--- config.mk ---
export PLATFORM = sky130hd
export DESIGN_NAME = fault_propagation_pgood_map
export DESIGN_NICKNAME = d
export VERILOG_FILES = /design/src/fpm_pkg.sv /design/src/fault_propagation_pgood_map.sv
export VERILOG_INCLUDE_DIRS = /design/src
export SDC_FILE = /design/constraint.sdc
export NUM_CORES = 1
export LEC_CHECK = 0
export BUFFER_PORTS_ARGS = -buffer_cell sky130_fd_sc_hd__buf_4
export CAP_MARGIN = 15
export CORE_UTILIZATION = 57
export CTS_BUF_LIST = sky130_fd_sc_hd__clkbuf_4 sky130_fd_sc_hd__clkbuf_8 sky130_fd_sc_hd__clkbuf_16
export CTS_CLUSTER_DIAMETER = 40
export DETAILED_ROUTE_END_ITERATION = 10
export GPL_TIMING_DRIVEN = 0
export PLACE_DENSITY = 0.84
export SYNTH_ARGS = -nofsm -noshare
export SYNTH_HDL_FRONTEND = slang
export SYNTH_SLANG_ARGS = --single-unit
export TNS_END_PERCENT = 1
--- constraint.sdc ---
create_clock -name clk_sys_i -period 2.6 [get_ports clk_sys_i]
set_clock_uncertainty 0.1 [all_clocks]
set_input_delay 0.52 -clock clk_sys_i [delete_from_list [all_inputs] [get_ports clk_sys_i]]
set_output_delay 0.52 -clock clk_sys_i [all_outputs]
set_load 0.02 [all_outputs]
--- src/fpm_defines.svh ---
`ifndef FPM_DEFINES_SVH
`define FPM_DEFINES_SVH

// ==========================================
// Geometry
`define FPM_NCHAN          8
`define FPM_NPIN           4
`define FPM_ZONE_SIZE      4
`define FPM_ODD_CHANS      8'hAA

// ==========================================
// Command codes on the paged register port
`define FPM_CMD_PROP_A     2'h0
`define FPM_CMD_PROP_B     2'h1
`define FPM_CMD_PGOOD_MASK 2'h2

// ==========================================
// Field positions and widths
`define FPM_PROP_BIT       0
`define FPM_MASK_W         9
`define FPM_MASK_WDOG_BIT  8
`define FPM_MASK_CHAN_MSB  7

// ==========================================
// Reset values
`define FPM_PROP_RST       8'h00
`define FPM_MASK_RST       9'h000
`define FPM_WORD_ZERO      16'h0000

// ==========================================
// Fault pin qualification time
`define FPM_CLK_NS         25
`define FPM_FILTER_NS      10000
`define FPM_FILTER_CYC     ((`FPM_FILTER_NS + `FPM_CLK_NS - 1) / `FPM_CLK_NS)
`define FPM_CNT_W          9

`endif

--- src/fpm_pkg.sv ---
`default_nettype none

package fpm_pkg;

  // ==========================================
  // Register port carriers
  typedef logic [1:0] cmd_t;

  typedef struct packed {
    logic        wr;
    logic        rd;
    cmd_t        cmd;
    logic [2:0]  page;
    logic [15:0] wdata;
  } reg_req_s;

  typedef struct packed {
    logic        valid;
    logic [15:0] rdata;
  } reg_rsp_s;

  // ==========================================
  // Fault pin qualifier states, Gray along the path
  typedef enum logic [1:0] {
    FLT_IDLE = 2'b00,
    FLT_QUAL = 2'b01,
    FLT_HELD = 2'b11
  } flt_state_e;

endpackage

`default_nettype wire

--- src/fault_propagation_pgood_map.sv ---
`timescale 1ns/1ps
`include "fpm_defines.svh"
`default_nettype none

module fault_propagation_pgood_map (
  input  wire logic             clk_sys_i,
  input  wire logic             rstn_i,
  input  wire fpm_pkg::reg_req_s reg_req_i,
  output var  fpm_pkg::reg_rsp_s reg_rsp_o,
  input  wire logic [7:0]       faulted_off_i,
  input  wire logic [7:0]       fault_response_a_i,
  input  wire logic [7:0]       fault_response_b_i,
  input  wire logic [7:0]       hires_mode_i,
  input  wire logic [7:0]       chan_pgood_i,
  input  wire logic             wdog_not_expired_i,
  input  wire logic [7:0]       status_clear_i,
  input  wire logic             zone0_fault_pin_a_i,
  output logic                  zone0_fault_pin_a_o,
  output logic                  zone0_fault_pin_a_oe_o,
  input  wire logic             zone0_fault_pin_b_i,
  output logic                  zone0_fault_pin_b_o,
  output logic                  zone0_fault_pin_b_oe_o,
  input  wire logic             zone1_fault_pin_a_i,
  output logic                  zone1_fault_pin_a_o,
  output logic                  zone1_fault_pin_a_oe_o,
  input  wire logic             zone1_fault_pin_b_i,
  output logic                  zone1_fault_pin_b_o,
  output logic                  zone1_fault_pin_b_oe_o,
  output logic                  alert_out_n_o,
  output logic                  alert_out_n_oe_o,
  output logic                  power_good_o,
  output logic [7:0]            chan_pin_shutdown_o,
  output logic [7:0]            pin_shutdown_status_o
);
  import fpm_pkg::*;

  // ==========================================
  // Helpers

  // Pin index for a channel: zone in bit 1, pin B in bit 0
  function automatic logic [1:0] pin_for(input int unsigned chan, input logic pin_b);
    logic zone;
    zone = (chan >= `FPM_ZONE_SIZE);
    return {zone, pin_b};
  endfunction

  // ==========================================
  // Declarations
  logic [7:0]              prop_a;
  logic [7:0]              prop_b;
  logic [`FPM_MASK_W-1:0]  pgood_mask;
  logic [3:0]              pin_sync1;
  logic [3:0]              pin_sync2;
  flt_state_e              flt_state [`FPM_NPIN];
  flt_state_e              next_flt_state [`FPM_NPIN];
  logic [`FPM_CNT_W-1:0]   flt_cnt [`FPM_NPIN];
  logic [`FPM_CNT_W-1:0]   next_flt_cnt [`FPM_NPIN];
  logic [3:0]              pin_raw;
  logic [3:0]              pin_low;
  logic [3:0]              pin_held;
  logic [3:0]              pin_drive;
  logic [3:0]              next_pin_drive;
  logic [7:0]              next_shutdown;
  logic [7:0]              pgood_excl;
  logic [7:0]              pgood_use;
  logic                    next_pgood;
  logic                    wr_prop_a;
  logic                    wr_prop_b;
  logic                    wr_mask;
  logic [15:0]             rd_word;

  // ==========================================
  // Register port decode
  assign wr_prop_a = reg_req_i.wr && (reg_req_i.cmd == `FPM_CMD_PROP_A);
  assign wr_prop_b = reg_req_i.wr && (reg_req_i.cmd == `FPM_CMD_PROP_B);
  assign wr_mask   = reg_req_i.wr && (reg_req_i.cmd == `FPM_CMD_PGOOD_MASK);

  // Read mux; reserved bits are constant zero
  assign rd_word =
    (reg_req_i.cmd == `FPM_CMD_PROP_A)     ? {15'h0000, prop_a[reg_req_i.page]} :
    (reg_req_i.cmd == `FPM_CMD_PROP_B)     ? {15'h0000, prop_b[reg_req_i.page]} :
    (reg_req_i.cmd == `FPM_CMD_PGOOD_MASK) ? {7'h00, pgood_mask} :
                                             `FPM_WORD_ZERO;

  // Paged settings store only bit 0; mask stores nine bits
  always_ff @(posedge clk_sys_i or negedge rstn_i) begin
    if (!rstn_i) begin
      prop_a     <= `FPM_PROP_RST;
      prop_b     <= `FPM_PROP_RST;
      pgood_mask <= `FPM_MASK_RST;
    end else begin
      if (wr_prop_a) prop_a[reg_req_i.page] <= reg_req_i.wdata[`FPM_PROP_BIT];
      if (wr_prop_b) prop_b[reg_req_i.page] <= reg_req_i.wdata[`FPM_PROP_BIT];
      if (wr_mask) pgood_mask <= reg_req_i.wdata[`FPM_MASK_W-1:0];
    end
  end

  // Read answer, one cycle after the request
  always_ff @(posedge clk_sys_i or negedge rstn_i) begin
    if (!rstn_i) begin
      reg_rsp_o <= '0;
    end else begin
      reg_rsp_o.valid <= reg_req_i.rd;
      reg_rsp_o.rdata <= reg_req_i.rd ? rd_word : `FPM_WORD_ZERO;
    end
  end

  // ==========================================
  // Fault pin drive

  // Each faulted channel reaches only its own zone's pair
  always_comb begin
    next_pin_drive = '0;
    for (int c = 0; c < `FPM_NCHAN; c++) begin
      next_pin_drive[pin_for(c, 1'b0)] |= faulted_off_i[c] & prop_a[c];
      next_pin_drive[pin_for(c, 1'b1)] |= faulted_off_i[c] & prop_b[c];
    end
  end

  always_ff @(posedge clk_sys_i or negedge rstn_i) begin
    if (!rstn_i) pin_drive <= '0;
    else         pin_drive <= next_pin_drive;
  end

  // Open drain: output level always low, enable pulls
  assign zone0_fault_pin_a_o    = 1'b0;
  assign zone0_fault_pin_b_o    = 1'b0;
  assign zone1_fault_pin_a_o    = 1'b0;
  assign zone1_fault_pin_b_o    = 1'b0;
  assign zone0_fault_pin_a_oe_o = pin_drive[0];
  assign zone0_fault_pin_b_oe_o = pin_drive[1];
  assign zone1_fault_pin_a_oe_o = pin_drive[2];
  assign zone1_fault_pin_b_oe_o = pin_drive[3];

  // ==========================================
  // Fault pin qualification

  assign pin_raw = {zone1_fault_pin_b_i, zone1_fault_pin_a_i,
                    zone0_fault_pin_b_i, zone0_fault_pin_a_i};

  // Two-stage synchroniser for the wired pins
  always_ff @(posedge clk_sys_i or negedge rstn_i) begin
    if (!rstn_i) begin
      pin_sync1 <= 4'hF;
      pin_sync2 <= 4'hF;
    end else begin
      pin_sync1 <= pin_raw;
      pin_sync2 <= pin_sync1;
    end
  end

  assign pin_low = ~pin_sync2;

  // Pin must stay low the full qualification time before it counts
  always_comb begin
    for (int p = 0; p < `FPM_NPIN; p++) begin
      next_flt_state[p] = flt_state[p];
      next_flt_cnt[p]   = flt_cnt[p];
      case (flt_state[p])
        FLT_IDLE: begin
          next_flt_cnt[p] = '0;
          if (pin_low[p]) next_flt_state[p] = FLT_QUAL;
        end
        FLT_QUAL: begin
          if (!pin_low[p]) begin
            next_flt_state[p] = FLT_IDLE;
          end else if (flt_cnt[p] == `FPM_CNT_W'(`FPM_FILTER_CYC - 1)) begin
            next_flt_state[p] = FLT_HELD;
          end else begin
            next_flt_cnt[p] = flt_cnt[p] + 1'b1;
          end
        end
        FLT_HELD: begin
          if (!pin_low[p]) next_flt_state[p] = FLT_IDLE;
        end
        default: begin
          next_flt_state[p] = FLT_IDLE;
          next_flt_cnt[p]   = '0;
        end
      endcase
    end
  end

  always_ff @(posedge clk_sys_i or negedge rstn_i) begin
    if (!rstn_i) begin
      for (int p = 0; p < `FPM_NPIN; p++) begin
        flt_state[p] <= FLT_IDLE;
        flt_cnt[p]   <= '0;
      end
    end else begin
      flt_state <= next_flt_state;
      flt_cnt   <= next_flt_cnt;
    end
  end

  always_comb begin
    for (int p = 0; p < `FPM_NPIN; p++) pin_held[p] = (flt_state[p] == FLT_HELD);
  end

  // ==========================================
  // Channel response to a held zone pin

  // Response zero leaves the channel running
  always_comb begin
    for (int c = 0; c < `FPM_NCHAN; c++) begin
      next_shutdown[c] = (fault_response_a_i[c] & pin_held[pin_for(c, 1'b0)]) |
                         (fault_response_b_i[c] & pin_held[pin_for(c, 1'b1)]);
    end
  end

  // Shutdown level, and sticky status where a new shutdown beats a clear
  always_ff @(posedge clk_sys_i or negedge rstn_i) begin
    if (!rstn_i) begin
      chan_pin_shutdown_o   <= '0;
      pin_shutdown_status_o <= '0;
    end else begin
      chan_pin_shutdown_o   <= next_shutdown;
      pin_shutdown_status_o <= (pin_shutdown_status_o & ~status_clear_i)
                             | (next_shutdown & ~chan_pin_shutdown_o);
    end
  end

  // Alert pulls low while any status bit stands
  assign alert_out_n_o    = 1'b0;
  assign alert_out_n_oe_o = |pin_shutdown_status_o;

  // ==========================================
  // Power-good map

  assign pgood_excl = hires_mode_i & `FPM_ODD_CHANS;
  assign pgood_use  = pgood_mask[`FPM_MASK_CHAN_MSB:0] & ~pgood_excl;
  assign next_pgood = (&(chan_pgood_i | ~pgood_use))
                    & (wdog_not_expired_i | ~pgood_mask[`FPM_MASK_WDOG_BIT]);

  always_ff @(posedge clk_sys_i or negedge rstn_i) begin
    if (!rstn_i) power_good_o <= 1'b0;
    else         power_good_o <= next_pgood;
  end
endmodule

`default_nettype wire

# Word-level counts from Yosys, hierarchy flattened
# Index checks and enable logic that the tools add are counted.
# W data, S select, Z words.
[classes]
order_cmp = 2
mux = 44
eq_ne = 34
n_reduce_logical = 19
bitwise_logic = 69
n_addsub = 4
[op_table]
columns = ["operator", "n"]
rows = [
  ["$mux W9", 12],
  ["$pmux W9 S2", 4],
  ["$add A9 B1 Y9 const B", 4],
  ["$eq A9 B9 Y1 const B", 4],
  ["$and A1 B1 Y1", 33],
  ["$mux W2", 16],
  ["$ne A2 B2 Y1 const B", 16],
  ["$not A8 Y8", 4],
  ["$and A8 B8 Y8", 3],
  ["$pmux W2 S3", 4],
  ["$reduce_and A3 Y1", 8],
  ["$or A1 B1 Y1", 21],
  ["$bwmux W8", 2],
  ["$or A8 B8 Y8", 2],
  ["$ne A3 B3 Y1 const B", 4],
  ["$eq A2 B1 Y1 const B", 5],
  ["$eq A2 B2 Y1 const B", 5],
  ["$logic_not A2 Y1", 5],
  ["$reduce_and A8 Y1", 1],
  ["$reduce_or A8 Y1", 1],
  ["$bmux W1 S3", 2],
  ["$not A1 Y1", 5],
  ["$logic_and A1 B1 Y1", 4],
  ["$lt A3 B4 Y1 const B", 1],
  ["other kinds (4)", 6],
]
[word_totals]
regBits = 108
wordCells = 191

# Depth between registers and ports, before layout
# Gate-level depths: netlist of run 1.
[depth]
ltp_word = 6
depth_mapped = 6
mapped_depth_nobuf = 5

# Worst setup path before layout of run 1
# Ideal clock, no wire load.
[synth_path]
kind = "reg2reg"
from = "reg flt_cnt[18] (netlist name)"
to = "reg flt_cnt[21] (netlist name)"
path_stages_with_launch = 7
n_path_buf = 1
setup_ps = 123
t_arrival_ps = 1555
t_required_ps = 2377
setup_slack_ps = 822
path_cell_list = "dfrtp_1 > ha_1 > and3_1 > buf_6 > a311oi_4 > nand4_1 > mux2i_1"
[synth_via]
elab_chain_len = 4
elab_cells_between_ends = 7
cone_classes = "add/sub (1); eq/ne (2); mux (3); reduce/logical (1)"
[synth_rtl]
columns = ["item", "line", "rtl"]
rows = [
  ["start: declaration", "fault_propagation_pgood_map.sv:56", "logic [`FPM_CNT_W-1:0] flt_cnt [`FPM_NPIN];"],
  ["start signal: assignment", "fault_propagation_pgood_map.sv:192", "flt_cnt <= next_flt_cnt;"],
  ["$add A9 B1 Y9", "fault_propagation_pgood_map.sv:170", "next_flt_cnt[p] = flt_cnt[p] + 1'b1;"],
  ["$mux W9", "fault_propagation_pgood_map.sv:167", "end else if (flt_cnt[p] == `FPM_CNT_W'(`FPM_FILTER_CYC - 1)) begin"],
  ["$mux W9", "fault_propagation_pgood_map.sv:165", "if (!pin_low[p]) begin"],
  ["$pmux W9 S2", "fault_propagation_pgood_map.sv:159", "case (flt_state[p])"],
]
# Parallel ways exist; a longest one is shown, timed or not. The select of a mux whose other input is x is not followed.
# A chain may end at the register's enable or synchronous reset.

# Worst setup path in the final report of run 1
# Same ends and word-level chain as after synthesis.

==> results.ini, run 1 <==
[outcome]
status=complete, no violations

[route]
ant_nets=0
drcViolationCount=0
drt-total-wl_um=9622
wire_per_inst_um=14.47
drtIter0Drc=170
viasPerCell=5.547
route.vias.total=3689
dr.pass1.iters=4

[cts]
cts_root_buffer=clkbuf_8
clk_pin_slew_worst_paths_ns=0.10
htreeDepth=3
cts_resized=0
cts_tree=yes
clk_path_buf_depth=2
clock-sinks=108
post_cts_buffers=0
cts_inserted_buffers=9
clock_latency_ns=0.37

[timing]
worstMarginPinSlew_ns=0.6797
hold_violations=0
hold_slack_ns=0.1516
setup_viol=0
min_period_over_period_pct=75.61
relSlewSlack_pct=54.59
rsz0062_at_grt=no
timing.setup.tns_ns=0
timing.fmax_mhz=508.7
finalCriticalPeriod_ns=1.966
finalMaxSlewViolations=0

[synthesis]
synthCells=436
yosys_warnings=0
synth_edf_count=0
yosysSeqAreaShare_pct=54.20
synthFlopType=dfrtp_1
ys_ff_latch=108
synth_area_leaders=dfrtp_1, dfstp_2, mux2_2
avgSynthCellArea_sq_um=11.48
yosys.area.top_type=dfrtp_1
yosysTopAreaCellShare_pct=50.00
syn_area_sq_um=5005
ys_async_sr_fraction_pct=100.0
synth.distinct_cells=57

[pwr]
leakage_nw=2.975
clkPwrFrac_pct=32.5
cellPowerDensity_nw_per_um2=569.7
power.switching_mw=0.8688
p_total_mw=3.507
ir_drop_mv=0.4006
p_comb_share_pct=13.4
p_seq_share_pct=54.1
swShare_pct=24.78
p_int_mw=2.638

[finish]
antennaDiodeCount=0
layout_commonest_cell=buf_4
drive_above_1_share_pct=29.29
final_cell_mix=buf_4, dfrtp_1, nor2_1
fillers=593
areaGrowthSynthToFinish_pct=23.00
nNetsFinal=637

[floorplan]
die_area_sq_um=9159
core_area_sq_um=8341
die_x_um=95.71
io_pins=122
initial_utilization_pct=60.01
placementRows=33
die_h_um=95.71

[worst_setup_path]
path_delay_family=flip-flops
cp_slowest_cell=dfrtp_1
crit_chain=ha_1 -> and3_1 -> buf_6 -> a311oi_4 -> nand4_1 -> mux2i_1
arrival_ns=2.11
crit_buf_inv=1
cp_slowest_stage_delay_ns=0.43
crit_required_ns=2.75
worstSetupEndpointType=flop
cp_max_fo=6
critPathKind=reg -> reg
startpoint_type=flop

[flow_run]
maxCapViolations=0

[global_routing]
grt_pass1_wl_um=15590
met2_usage_pct=38.33
grt_pass1_vias=3507
met3_usage_pct=4.423
grt_overflow=0
grt_max_degree=77
busiest_layer=met2
grt_antenna_before_repair=0
grt_usage_pct=22.17
use_met1_pct=27.78

[hold_path]
hold_class=in -> reg

[place]
dp_hpwl_um=7265
io_buffers=95
globalplace.congestion=0.8237

-- worst reg2reg max path: stages (launching register included) --
cell and delay (ns):
dfrtp_1 0.43, ha_1 0.25, and3_1 0.21, buf_6 0.13
a311oi_4 0.40, nand4_1 0.18, mux2i_1 0.15
-- power groups by stage --
stage               clock network [mW]  logic, mW  registers (mW)
CTS                               1.16      0.477            1.90
global placement                     0      0.453            1.92
detailed placement                   0      0.475            1.93
floorplan                            0      0.236            1.94
finish                            1.14      0.471            1.90
global route                      1.23      0.519            1.91
-- cells by family (layout without fill, tap and decap cells) --
family          Yosys count  count (layout)  synth area share, %
fa+ha+maj                 4               4                1.000
buf+inv                  52             165                5.025
xor+xnor                 23              23                4.025
flops                   108             108                54.20
mux                      37              37                8.525
compound gates           59              59                9.900
other cells               1              12              0.07493
simple gates            152             152                17.25
-- final cells by class --
class,count,area [sq um],share of cell area [%]
Buffer,25,150.1,2.439
Clock buffer,11,145.1,2.358
Clock inverter,5,82.58,1.341
Inverter,27,101.3,1.646
Multi-Input combinational cell,287,2082,33.82
Sequential cell,108,2713,44.07
Tap cell,105,131.4,2.134
Timing Repair Buffer,97,750.7,12.20
-- flip-flops by register name, summed over array words and instances (netlist names) --
| signal | flops |
|---|---|
| prop_b | 8 |
| pin_sync2 | 4 |
| pgood_mask | 9 |
| flt_state | 8 |
| chan_pin_shutdown_o | 8 |
| reg_rsp_o | 10 |
| pin_sync1 | 4 |
| pin_drive | 4 |
| pin_shutdown_status_o | 8 |
| flt_cnt | 36 |
| prop_a | 8 |
| power_good_o | 1 |
-- timing repair --
item                                    in CTS  in global routing
hold buffers                                 1                  0
hold endpoints to repair                    18                  0
endpoints found under the setup margin       0                  0
-- metal layers --
layer,part of all wire (%),routed length (um),up-vias
met5,0,0,-
met4,1.2,114,0
met3,5.9,566,11
met2,50,4853,113
met1,42,4087,1800
li1,-,-,1765
-- cells in the mapped netlist, drive strengths merged, types with 2 or more instances --
cell type  number
a21bo           3
a21oi          11
a22o            9
a22oi           8
a311oi          2
a31oi           2
a32o            8
and2           14
and3            5
and4            3
buf            17
clkbuf          8
clkinv          2
dfrtp         100
dfstp           8
ha              4
inv            25
mux2           25
mux2i          10
mux4            2
nand2          15
nand2b          5
nand3          16
nand3b          6
nand4          13
nor2           40
nor2b           2
nor3           14
nor3b           4
nor4            3
nor4b           2
o211ai          6
o21ai           4
o22ai           2
or3b            4
or4             2
or4b            2
xnor2           5
xor2           18
-- per-stage QoR --
stage	setup WS (ns)	utilization [%]	cell area, sq um	instances
floorplan	0.8217	-	5046	447
finish	0.6341	73.81	6156	665
global placement	0.7289	70.63	5891	647
CTS	0.6229	73.81	6156	665
detailed placement	0.6656	70.96	5918	648
global route	0.5245	73.81	6156	665
-- final timing paths --
path / to / slack, ns / start / cells past startpoint
worst max-delay path: flt_cnt[21]$_DFFE_PN0P_ / 0.63 / flt_cnt[18]$_DFFE_PN0P_ / 6
worst min-delay path: pin_sync1[2]$_DFF_PN1_ / 0.15 / zone1_fault_pin_a_i / 1
worst max register to register: flt_cnt[21]$_DFFE_PN0P_ / 0.63 / flt_cnt[18]$_DFFE_PN0P_ / 6
worst min register to register: pin_sync2[0]$_DFF_PN1_ / 0.26 / pin_sync1[0]$_DFF_PN1_ / 0
max in group asynchronous: pin_sync2[1]$_DFF_PN1_ / 1.14 / rstn_i / 3
min in group asynchronous: pin_shutdown_status_o[7]$_DFF_PN0_ / 0.53 / rstn_i / 2
Power figures use the tool's default switching activity.
==> run 2, diff against run 1 <==
- CORE_UTILIZATION: 57 -> 48
- PLACE_DENSITY: 0.84 -> 0.76
- clock period: 2.6 -> 1.6 ns (I/O delays scaled with it)
==> run 2 against run 1 <==
The flow now finishes with violations (setup timing). Sequential share of layout area shrank 1.6 points. Clock power up 56%. First-iteration DRC count is 16% lower.
==> results.ini, run 2 (synthesis results as in run 1) <==
[pwr]
p_total_mw=5.678  ; was 3.507 mW
cellPowerDensity_nw_per_um2=889.1  ; was 569.7 nW/um^2
leakage_nw=3.035  ; was 2.975 nW
ir_drop_mv=0.5787  ; was 0.4006 mV

[timing]
finalMaxSlewViolations=0  ; unchanged
hold_violations=0  ; unchanged
setup_viol=19  ; was 0
fin_ws_ns=-0.1309  ; was 0.6341 ns
relSlewSlack_pct=65.24  ; was 54.59%
worstMarginPinSlew_ns=0.5214  ; was 0.6797 ns
timing.fmax_mhz=577.7
finalCriticalPeriod_ns=1.731
rsz0062_at_grt=yes  ; was no
min_period_over_period_pct=108.2

[route]
viasPerCell=5.275  ; was 5.547
ant_nets=0  ; unchanged
route.vias.total=3724  ; was 3689
drt-total-wl_um=10180  ; was 9622 um
dr.pass1.iters=4  ; unchanged
drtIter0Drc=143  ; was 170
drcViolationCount=0  ; unchanged
wire_per_inst_um=14.42  ; was 14.47 um

[floorplan]
die_area_sq_um=10840  ; was 9159 sq um
die_x_um=104.1  ; was 95.71 um
placementRows=36  ; was 33
io_pins=122  ; unchanged
die_h_um=104.1  ; was 95.71 um
core_area_sq_um=9955  ; was 8341 sq um
initial_utilization_pct=50.28  ; was 60.01%

[cts]
clock_latency_ns=0.37  ; about the same
cts_inserted_buffers=9  ; unchanged
clk_path_buf_depth=2  ; unchanged
clk_pin_slew_worst_paths_ns=0.11  ; was 0.10 ns
clock-sinks=108  ; unchanged
cts_root_buffer=clkbuf_8  ; unchanged
htreeDepth=3  ; unchanged
cts_tree=yes  ; unchanged

[worst_setup_path]
worstSetupEndpointType=primary output  ; was flop
critPathKind=reg -> out  ; was reg -> reg
crit_required_ns=1.18  ; was 2.75 ns
cp_max_fo=3  ; was 6
arrival_ns=1.31  ; was 2.11 ns
startpoint_type=flop  ; unchanged

[outcome]
failed_checks=setup timing
status=complete, but fails checks  ; was complete, no violations

[hold_path]
hold_class=in -> reg  ; unchanged

[flow_run]
maxCapViolations=0  ; unchanged

[place]
io_buffers=95  ; unchanged
place_ws_ns=-0.2098  ; was 0.6656 ns
dp_hpwl_um=7054  ; was 7265 um
globalplace.congestion=0.8048  ; was 0.8237

[finish]
areaGrowthSynthToFinish_pct=27.60  ; was 23.00%
largest_register=flt_cnt  ; unchanged
final_cell_mix=buf_4, dfrtp_1, nor2_1  ; unchanged
drive_above_1_share_pct=32.81  ; was 29.29%
layout_commonest_cell=buf_4  ; unchanged
top_regs=flt_cnt: 36 flops, reg_rsp_o: 10 flops, pgood_mask: 9 flops  ; unchanged
antennaDiodeCount=0  ; unchanged
nNetsFinal=650  ; was 637
fillers=797  ; was 593
largest_register_ffs=36  ; unchanged

[global_routing]
grt_antenna_before_repair=0  ; unchanged
grt_overflow=0  ; unchanged
grt_max_degree=71  ; was 77
grt_pass1_vias=3657  ; was 3507
grt_usage_pct=19.50  ; was 22.17%
grt_pass1_wl_um=17160  ; was 15590 um

run 2: layout make-up:
| class | instances | area, sq um | share of cell area, % |
|---|---|---|---|
| buffer | 24 | 138.9 | 2.175 |
| multi-input combinational | 287 | 2175 | 34.05 |
| clock inverter | 5 | 77.57 | 1.215 |
| clock buffer | 11 | 138.9 | 2.175 |
| timing repair buffer | 111 | 875.8 | 13.71 |
| sequential | 108 | 2713 | 42.48 |
| inverter | 27 | 101.3 | 1.587 |
| tap | 133 | 166.4 | 2.606 |
run 2: per-stage QoR:
stage / utilization (%) / hold slack, ns / cell area (sq um) / cells / TNS [ns]
final: 64.15 / 0.06867 / 6386 / 706 / -1.097
after global routing: 64.15 / 0.06028 / 6386 / 706 / -3.026
after CTS: 63.66 / 0.05670 / 6337 / 705 / -1.359
after detailed placement: 59.93 / 0.2289 / 5966 / 676 / -2.958
after global placement: 59.65 / 0.2460 / 5938 / 675 / -2.269
after floorplan: - / -0.07559 / 5059 / 447 / -0.1376
run 2: metal layers:
metal	up-vias	global-route usage [%]	wire (um)
met5	-	0	0
met4	0	6.429	127
met3	12	5.263	677
met2	126	31.95	4958
met1	1803	25.11	4416
li1	1783	-	-
run 2: report_power, final:
part           internal (mW)  total (mW)  switching [mW]
clock                  0.913        1.78           0.870
combinational          0.420       0.806           0.386
sequential              2.94        3.09           0.151
total                   4.27        5.68            1.41
run 2: final timing paths:
path / cells past startpoint / from / end / slack, ns
max: 3 / pin_shutdown_status_o[2]$_DFF_PN0_ / alert_out_n_oe_o / -0.13
min: 3 / faulted_off_i[1] / pin_drive[1]$_DFF_PN0_ / 0.07
max reg2reg: 4 / flt_cnt[33]$_DFFE_PN0P_ / flt_cnt[29]$_DFFE_PN0P_ / -0.12
min reg2reg: 0 / pin_sync1[1]$_DFF_PN1_ / pin_sync2[1]$_DFF_PN1_ / 0.26
max in group asynchronous: 3 / rstn_i / pin_sync2[1]$_DFF_PN1_ / 0.28
min in group asynchronous: 2 / rstn_i / pgood_mask[0]$_DFFE_PN0P_ / 0.37
run 2: critical path, cell delays in order, from the launching register on:
cell and delay [ns]:
dfrtp_1 0.41, nor4_2 0.30, nand2_1 0.10, buf_6 0.14
run 2: what timing repair did:
item                       4_1_cts  5_1_grt
resized for setup                9       10
setup endpoints to repair       25       43
hold endpoints to repair        43        0
hold buffers                     6        0
setup buffers                    8        1
pin swaps                       14       13
